--- src/rtl/strpi_pkg.sv ---
// Overview of operation
// - Instruction 3, bypass 1, ID 32, boundary 109 bits
// - ID bits 31:29 hold version number
// - ID bits 28:12 hold memory type code
// - ID bits 11:1 hold vendor code
// - ID bit 0 always reads one
// - Code 000 captures ring into boundary chain
// - Code 001 loads and shifts identification word
// - Code 010 samples ring and floats outputs
// - Code 100 samples ring, memory undisturbed
// - Code 111 selects single bypass cell
// - PLL follows main clock; host keeps jitter low
// - Cell 108 enables or floats read bus under code 000
// - Cell 108 preset one at reset
`default_nettype none
package strpi_pkg;

  // Scan path widths
  localparam int unsigned IR_W = 3;
  localparam int unsigned ID_W = 32;
  localparam int unsigned BSR_W = 109;
  localparam int unsigned RING_W = 108;
  localparam int unsigned OE_CELL = 108;

  // Identification word field positions
  localparam int unsigned ID_VER_LSB = 29;
  localparam int unsigned ID_TYPE_LSB = 12;
  localparam int unsigned ID_VEND_LSB = 1;
  localparam int unsigned ID_PRES_BIT = 0;

  // Instruction codes
  typedef enum logic [2:0] {
    INS_EXTEST = 3'h0,
    INS_IDCODE = 3'h1,
    INS_SAMPLE_Z = 3'h2,
    INS_RSVD_3 = 3'h3,
    INS_SAMPLE = 3'h4,
    INS_RSVD_5 = 3'h5,
    INS_RSVD_6 = 3'h6,
    INS_BYPASS = 3'h7
  } strpi_instr_e;

  // Capture pattern and reset values
  localparam logic [2:0] IR_CAPTURE = 3'h1;
  localparam strpi_instr_e IR_RESET = INS_IDCODE;
  localparam logic OE_CELL_RESET = 1'h1;

  // Control pin vector layout
  localparam int unsigned CTL_W = 10;
  localparam int unsigned C_TCK = 0;
  localparam int unsigned C_TDI = 1;
  localparam int unsigned C_TLR = 2;
  localparam int unsigned C_CDR = 3;
  localparam int unsigned C_SDR = 4;
  localparam int unsigned C_UDR = 5;
  localparam int unsigned C_CIR = 6;
  localparam int unsigned C_SIR = 7;
  localparam int unsigned C_UIR = 8;
  localparam int unsigned C_PLLN = 9;

  // PLL lock time
  localparam int unsigned CLK_MHZ = 20;
  localparam int unsigned PLL_LOCK_US = 100;
  localparam int unsigned LOCK_CYC = PLL_LOCK_US * CLK_MHZ;
  localparam int unsigned LOCK_W = 12;

endpackage
`default_nettype wire

--- src/rtl/strpi_sync.sv ---
`timescale 1ns/1ps
`default_nettype none
module strpi_sync #(
  parameter int unsigned W = 1
) (
  // Clock and control
  input wire logic clk,
  input wire logic sys_rst,
  input wire logic ce,
  // Raw and filtered levels
  input wire logic [W-1:0] async_in,
  output logic [W-1:0] level
);

  // Three stages plus accepted level
  typedef struct packed {
    logic [W-1:0] s1;
    logic [W-1:0] s2;
    logic [W-1:0] s3;
    logic [W-1:0] lvl;
  } strpi_sync_s;

  strpi_sync_s q;
  strpi_sync_s d;

  // Accept a bit once stages two and three agree
  always_comb
  begin
    d = q;
    d.s1 = async_in;
    d.s2 = q.s1;
    d.s3 = q.s2;
    d.lvl = (~(q.s2 ^ q.s3) & q.s2) | ((q.s2 ^ q.s3) & q.lvl);
  end

  // State register
  always_ff @(posedge clk)
  begin
    if (sys_rst)
    begin
      q <= '0;
    end
    else if (ce)
    begin
      q <= d;
    end
  end

  assign level = q.lvl;

endmodule
`default_nettype wire

--- src/rtl/strpi_top.sv ---
`timescale 1ns/1ps
`default_nettype none
module strpi_top #(
  // Identification codes, values arbitrary
  parameter logic [2:0] ID_VERSION = 3'h5,
  parameter logic [16:0] ID_TYPE = 17'h0_1234,
  parameter logic [10:0] ID_VENDOR = 11'h2ab
) (
  // Clock, reset, enable
  input wire logic clk,
  input wire logic sys_rst,
  input wire logic ce,
  // Test link pins and controller state
  input wire logic tck,
  input wire logic tdi,
  input wire logic tap_reset,
  input wire logic capture_dr,
  input wire logic shift_dr,
  input wire logic update_dr,
  input wire logic capture_ir,
  input wire logic shift_ir,
  input wire logic update_ir,
  output logic tdo,
  output logic tdo_oe,
  // Memory pin ring
  input wire logic [107:0] ring_in,
  output logic [107:0] ring_out,
  output logic ring_drive,
  output logic q_bus_oe,
  // PLL control
  input wire logic pll_disable_n,
  output logic pll_enabled,
  output logic pll_locked
);

  // Whole block state
  typedef struct packed {
    logic tck_prev;
    logic [2:0] ir_sh;
    strpi_pkg::strpi_instr_e ir;
    logic byp;
    logic [31:0] id_sh;
    logic [108:0] bsr_sh;
    logic [108:0] bsr_upd;
    logic tdo;
    logic tdo_oe;
    logic q_bus_oe;
    logic ring_drive;
    logic [107:0] ring_out;
    logic [11:0] lock_cnt;
    logic pll_en;
    logic pll_locked;
  } strpi_top_s;

  strpi_top_s q;
  strpi_top_s d;
  logic [9:0] ctl; // Filtered control pins
  logic [107:0] ring_s; // Filtered ring inputs
  logic rise; // Test clock rising edge
  logic fall; // Test clock falling edge
  logic [31:0] id_word; // Fixed identification word

  // Boundary chain on the serial path
  function automatic logic sel_bsr(input strpi_pkg::strpi_instr_e ins);
    sel_bsr = (ins == strpi_pkg::INS_EXTEST) || (ins == strpi_pkg::INS_SAMPLE_Z) ||
      (ins == strpi_pkg::INS_SAMPLE);
  endfunction

  // Reserved codes fall back to bypass
  function automatic logic sel_byp(input strpi_pkg::strpi_instr_e ins);
    sel_byp = !sel_bsr(ins) && (ins != strpi_pkg::INS_IDCODE);
  endfunction

  // Control pins through three stages
  strpi_sync #(.W(strpi_pkg::CTL_W)) u_ctl_sync (
    .clk(clk),
    .sys_rst(sys_rst),
    .ce(ce),
    .async_in({pll_disable_n, update_ir, shift_ir, capture_ir, update_dr, shift_dr,
      capture_dr, tap_reset, tdi, tck}),
    .level(ctl)
  );

  // Ring inputs through three stages
  strpi_sync #(.W(strpi_pkg::RING_W)) u_ring_sync (
    .clk(clk),
    .sys_rst(sys_rst),
    .ce(ce),
    .async_in(ring_in),
    .level(ring_s)
  );

  // Identification word fields
  assign id_word = {ID_VERSION, ID_TYPE, ID_VENDOR, 1'b1};

  // Next state
  always_comb
  begin
    d = q;
    rise = ctl[strpi_pkg::C_TCK] & ~q.tck_prev;
    fall = ~ctl[strpi_pkg::C_TCK] & q.tck_prev;
    d.tck_prev = ctl[strpi_pkg::C_TCK];
    // Capture and shift on the rising test clock
    if (rise)
    begin
      if (ctl[strpi_pkg::C_CIR])
      begin
        d.ir_sh = strpi_pkg::IR_CAPTURE;
      end
      else if (ctl[strpi_pkg::C_SIR])
      begin
        d.ir_sh = {ctl[strpi_pkg::C_TDI], q.ir_sh[2:1]};
      end
      if (ctl[strpi_pkg::C_CDR])
      begin
        if (q.ir == strpi_pkg::INS_IDCODE)
        begin
          d.id_sh = id_word;
        end
        else if (sel_bsr(q.ir))
        begin
          d.bsr_sh = {q.bsr_upd[strpi_pkg::OE_CELL], ring_s};
        end
        else
        begin
          d.byp = 1'b0;
        end
      end
      else if (ctl[strpi_pkg::C_SDR])
      begin
        if (q.ir == strpi_pkg::INS_IDCODE)
        begin
          d.id_sh = {ctl[strpi_pkg::C_TDI], q.id_sh[31:1]};
        end
        else if (sel_bsr(q.ir))
        begin
          d.bsr_sh = {ctl[strpi_pkg::C_TDI], q.bsr_sh[108:1]};
        end
        else
        begin
          d.byp = ctl[strpi_pkg::C_TDI];
        end
      end
    end
    // Update and drive out on the falling test clock
    if (fall)
    begin
      if (ctl[strpi_pkg::C_UIR])
      begin
        d.ir = strpi_pkg::strpi_instr_e'(q.ir_sh);
      end
      if (ctl[strpi_pkg::C_UDR] && sel_bsr(q.ir))
      begin
        d.bsr_upd = q.bsr_sh;
      end
      d.tdo_oe = ctl[strpi_pkg::C_SIR] | ctl[strpi_pkg::C_SDR];
      if (ctl[strpi_pkg::C_SIR])
      begin
        d.tdo = q.ir_sh[0];
      end
      else if (q.ir == strpi_pkg::INS_IDCODE)
      begin
        d.tdo = q.id_sh[0];
      end
      else if (sel_bsr(q.ir))
      begin
        d.tdo = q.bsr_sh[0];
      end
      else
      begin
        d.tdo = q.byp;
      end
    end
    // Controller reset state
    if (ctl[strpi_pkg::C_TLR])
    begin
      d.ir = strpi_pkg::IR_RESET;
      d.bsr_upd[strpi_pkg::OE_CELL] = strpi_pkg::OE_CELL_RESET;
    end
    // Read bus enable and ring drive
    if (q.ir == strpi_pkg::INS_EXTEST)
    begin
      d.q_bus_oe = q.bsr_upd[strpi_pkg::OE_CELL];
    end
    else
    begin
      d.q_bus_oe = (q.ir != strpi_pkg::INS_SAMPLE_Z);
    end
    d.ring_drive = (q.ir == strpi_pkg::INS_EXTEST);
    d.ring_out = q.bsr_upd[107:0];
    // PLL lock timer, counts only with the disable pin high
    d.pll_en = ctl[strpi_pkg::C_PLLN];
    if (!ctl[strpi_pkg::C_PLLN])
    begin
      d.lock_cnt = '0;
      d.pll_locked = 1'b0;
    end
    else if (q.lock_cnt != strpi_pkg::LOCK_W'(strpi_pkg::LOCK_CYC))
    begin
      d.lock_cnt = q.lock_cnt + 12'h001;
    end
    else
    begin
      d.pll_locked = 1'b1;
    end
  end

  // State register
  always_ff @(posedge clk)
  begin
    if (sys_rst)
    begin
      q <= '0;
      q.ir <= strpi_pkg::IR_RESET;
      q.bsr_upd[strpi_pkg::OE_CELL] <= strpi_pkg::OE_CELL_RESET;
      q.q_bus_oe <= 1'b1;
    end
    else if (ce)
    begin
      q <= d;
    end
  end

  // Outputs straight from the state register
  assign tdo = q.tdo;
  assign tdo_oe = q.tdo_oe;
  assign ring_out = q.ring_out;
  assign ring_drive = q.ring_drive;
  assign q_bus_oe = q.q_bus_oe;
  assign pll_enabled = q.pll_en;
  assign pll_locked = q.pll_locked;
endmodule
`default_nettype wire

--- config.mk ---
export PLATFORM = sky130hd
export DESIGN_NAME = strpi_top
export DESIGN_NICKNAME = d
export VERILOG_FILES = /design/src/rtl/strpi_pkg.sv /design/src/rtl/strpi_sync.sv /design/src/rtl/strpi_top.sv
export SDC_FILE = /design/constraint.sdc
export NUM_CORES = 2
export LEC_CHECK = 0
export BUFFER_PORTS_ARGS = -buffer_cell sky130_fd_sc_hd__buf_2
export CORE_ASPECT_RATIO = 1.25
export CORE_MARGIN = 2
export CORE_UTILIZATION = 38
export CTS_CLUSTER_DIAMETER = 80
export DETAILED_ROUTE_END_ITERATION = 8
export GPL_TIMING_DRIVEN = 0
export PLACE_DENSITY = 0.6
export SLEW_MARGIN = 15
export SYNTH_ARGS = -nofsm -noshare
export SYNTH_HDL_FRONTEND = slang
export SYNTH_SLANG_ARGS = --single-unit
--- constraint.sdc ---
create_clock -name clk -period 3.9 [get_ports clk]
set_input_delay 0.195 -clock clk [delete_from_list [all_inputs] [get_ports clk]]
set_output_delay 0.195 -clock clk [all_outputs]
set_load 0.01 [all_outputs]
Word-level counts from Yosys, hierarchy flattened --
Cells that the tools add are included.
Storage, ports and cells: register bits after elaboration 856, bits of input ports 121, output and inout port bits 114
Operators by class: add/subtract/negate cells 1, equality and inequality tests 15, muxes and demuxes 28, bitwise operators 15, reductions and logical operators 19
Operators by type and width (count):
- 109-bit 2-to-1 mux | 5
- 142-bit 2-to-1 mux | 2
- 108-bit AND | 2
- 111-bit 2-to-1 mux | 1
- 108-bit inverter | 1
- 108-bit bitwise OR | 1
- 108-bit bitwise XOR | 1
- 32-bit 2-to-1 mux | 2
- 12-bit 2-to-1 mux | 2
- 10-bit AND | 2
- 2-bit inequality test, second input constant | 10
- 3-bit 2-to-1 mux | 5
- 7-bit AND reduction | 2
- 12-bit by 1-bit adder with 12-bit output, second input constant | 1
- 12-bit by 11-bit inequality test with 1-bit output, second input constant | 1
- 3-bit AND reduction | 4
- 1-bit 2-to-1 mux | 11
- 10-bit inverter | 1
- 10-bit bitwise OR | 1
- 2-bit nonzero test | 5
- 10-bit bitwise XOR | 1
- 2-bit AND reduction | 3
- 5-bit AND reduction | 1
- 3-bit by 1-bit == test with 1-bit output, second input constant | 1
- other kinds (9) | 12

Logic depth before layout (Yosys ltp) --
word-level depth 8, depth in mapped cells 8, depth with buffers taken out 6

Hierarchy --
From an unflattened synthesis, not the netlist that was laid out.
Second synthesis, totals: cells, all modules 3730, area, all modules 35341.4 um^2
Modules (own cells, without submodules):
- strpi_sync (u_ring_sync) | instances 1, cells an instance 1848, area an instance 17966.0 um^2, seq. area each 8648.3 um^2
- strpi_top | instances 1, cells an instance 1711, area an instance 15549.9 um^2, seq. area each 7687.4 um^2
- strpi_sync (u_ctl_sync) | instances 1, cells an instance 171, area an instance 1825.5 um^2, seq. area each 800.8 um^2

Worst setup path after synthesis --
Ideal clock, no wire load.
kind register -> register, start register (tool-made name), end register q[234] (netlist bit), setup time 0.121 ns, data arrival time 1.341 ns, data required time 3.779 ns, path slack 2.438 ns, stages on the path, launching flop included 9, buffers on the path 4, cells stage by stage dfxtp_1 and3b_1 buf_2 and3_1 buf_4 buf_6 buf_6 nand2_1 nand3_1
RTL lines:
- to (decl) | RTL line strpi_top.sv:55 | strpi_top_s q;

Worst setup path in the final report --
start input port sys_rst, end register u_ring_sync.q, in the netlist u_ring_sync.d[202]
RTL lines:
- from (decl) | RTL line strpi_top.sv:11 | input wire logic sys_rst,
- to (signal assigned) | RTL line strpi_sync.sv:41 | q <= '0;
- to (signal assigned) | RTL line strpi_sync.sv:45 | q <= d;
- to (decl) | RTL line strpi_sync.sv:23 | strpi_sync_s q;
No word-level cell between the ends.

==> impl_metrics.env <==
export IMPL_cts_resized=0
export IMPL_drtPass1Iterations=5
export IMPL_cts_root_buffer="clkbuf_16"
export IMPL_fp_dieH_um=333
export IMPL_synth_async_reset_ratio_pct=0
export IMPL_setup_viol=0
export IMPL_status="finished clean"
export IMPL_gp_congestion=0.813
export IMPL_cts_hold_buffers=119
export IMPL_tns_ps=0
export IMPL_final_seq_area_sq_um=17100
export IMPL_rsz0062_at_grt="false"
export IMPL_nets=4046
export IMPL_clock_path_buffers=3
export IMPL_h_tree_depth=3
export IMPL_end_kind="register"
export IMPL_io_pins=235
export IMPL_hold_path_class="primary input to register"
export IMPL_drt_wl_total_um=90600
export IMPL_slew_headroom_pct=17.0
export IMPL_yosys_top_cells_count="dfxtp_1, nor2_1, mux2i_1"
export IMPL_hpwl_um=63200
export IMPL_synth_nets=3605
export IMPL_synth_seq_cells=856
export IMPL_fin_skew_ps=25.4
export IMPL_crit_start="sys_rst"
export IMPL_die_area_sq_um=89000
export IMPL_yosysWarnings=0
export IMPL_synth_area_per_cell_sq_um=9.45
export IMPL_synth_cell_type_count=41
export IMPL_ir_drop_mv=0.291
export IMPL_grt_pass1_wl_um=140000
export IMPL_syn_to_final_growth_pct=20.3
export IMPL_powerDensity_nw_per_um2=463
export IMPL_fmax_mhz=419
export IMPL_synth_largest_area_cell="dfxtp_1"
export IMPL_ys_seq_area_share_pct=52.1
export IMPL_crit_fanout=10
export IMPL_synth_edff_count=0
export IMPL_vias=25321
export IMPL_cts_sinks=856
export IMPL_port_buffers=233
export IMPL_p_leak_nw=16.8
export IMPL_criticalPathCategory="primary input to register"
export IMPL_grt_usage_pct=20.1
export IMPL_synthTopCellsByArea="dfxtp_1, mux2i_1, nor2_1"
export IMPL_dominantRegCellSynth="dfxtp_1"
export IMPL_grt_max_degree=15
export IMPL_cts_buffers=87
export IMPL_grt_antenna_before_repair=3
export IMPL_arrival_ps=2880
export IMPL_synth_top_area_share_pct=52.1
export IMPL_startpoint_type="primary input"
export IMPL_cts_tree="done"
export IMPL_fin_crit_sh_pct=61.2
export IMPL_syn_inst=3482
export IMPL_synth_most_common_cell="dfxtp_1"
export IMPL_viasPerCell=4.92
export IMPL_worstMarginPinSlew_ps=1250
export IMPL_rows=120
export IMPL_final_util_pct=46.2
export IMPL_synth_area_sq_um=32900
export IMPL_clk_pin_slew_ps=60
export IMPL_drv_slew=0
export IMPL_clkLatencyLatePin_ps=650
export IMPL_min_from="ce"
export IMPL_final_layout_size_suffix_gt1_share_pct=15.5
export IMPL_coreArea_sq_um=85700
export IMPL_die_w_um=267
export IMPL_timing_hold_ws_ps=106
export IMPL_multi_input_area_sq_um=13800
export IMPL_worstPathRequired_ps=4400
export IMPL_routedWlPerCell_um=17.6
export IMPL_fill_cells=8329
export IMPL_grt_pass1_vias=24636
export IMPL_start_util_pct=38.4
export IMPL_grt_ovfl_total=0
export IMPL_finalHoldViolations=0
export IMPL_drc=0
export IMPL_cts_setup_buffers=0
export IMPL_drt_iter0_markers=1433
export IMPL_final_antenna_net_count=0
export IMPL_cap_violations=0
export IMPL_period_minus_slack_ps=2390
metal layers:
layer	global-route usage [%]	routed length, um	vias to the layer above	share of wire [%]
met5	0	0	-	0
met4	7.17	2830	0	3.1
met3	2.67	3870	136	4.3
met2	33.3	42300	539	47
met1	26.6	41600	12041	46
li1	-	-	12605	-
placed cells by master (no fill, tap or decap), drive strengths merged, types with 4 or more instances in the layout:
cell,n
nand3b,21
nor3,32
buf,468
bufinv,6
dfxtp,856
nand3,7
o21ai,132
nand2,355
a21oi,265
and3,6
nor2,614
nand4,5
mux2i,563
xor2,4
a21o,108
and2,10
xnor2,5
dlygate4sd3,119
clkbuf,246
a211oi,111
inv,10
clkinv,18
and3b,4
report_power, final:
part	leakage [nW]	internal [mW]	switching [mW]
Combinational	8.43	0.363	0.554
Sequential	6.93	8.88	0.0983
Clock	1.42	4.94	3.48
path summary, 6_finish.rpt:
path                                      endpoint  cells past startpoint  slack [ps]
worst min-delay path                        tdo_oe                      4         110
worst max register to register              q[324]                      5        1820
worst max-delay path            u_ring_sync.d[202]                      6        1510
worst min register to register              q[355]                      2         450
logic make-up (layout without fill, tap and decap cells):
logic type / Yosys count / count (layout) / share of synthesized area [%]
buf+inv: 361 / 867 / 5.98
fa+ha+maj: 2 / 2 / 0.0760
xor+xnor: 9 / 9 / 0.240
mux: 563 / 563 / 17.1
other cells: 0 / 1 / 0
flops: 856 / 856 / 52.1
compound gates: 625 / 625 / 11.6
simple gates: 1066 / 1066 / 12.9
per-stage QoR:
step                cells  instance area [sq um]  power (mW)  setup WS, ps
CTS                  5147                  39600        18.5          1500
finish               5148                  39600        18.3          1510
floorplan            3482                  32900        9.66          2440
global placement     4874                  35500        9.99          1120
global route         5148                  39600        18.9          1410
detailed placement   4874                  35500        10.0          1450
cell type report:
type | count | share of cell area [%]
tap | 1159 | 3.66
buffer | 354 | 4.92
sequential | 856 | 43.3
multi-input combinational | 2265 | 34.9
antenna | 1 | 0.00632
timing repair buffer | 352 | 5.95
clock buffer | 127 | 6.44
clock inverter | 27 | 0.812
inverter | 7 | 0.0664
critical path, stage by stage:
cell and delay (ps):
dlygate4sd3_1 590, clkbuf_1 220, buf_2 390, buf_1 800, clkbuf_1 560, nor2_1 100
Note: power is estimated with default switching activity, not from simulation.
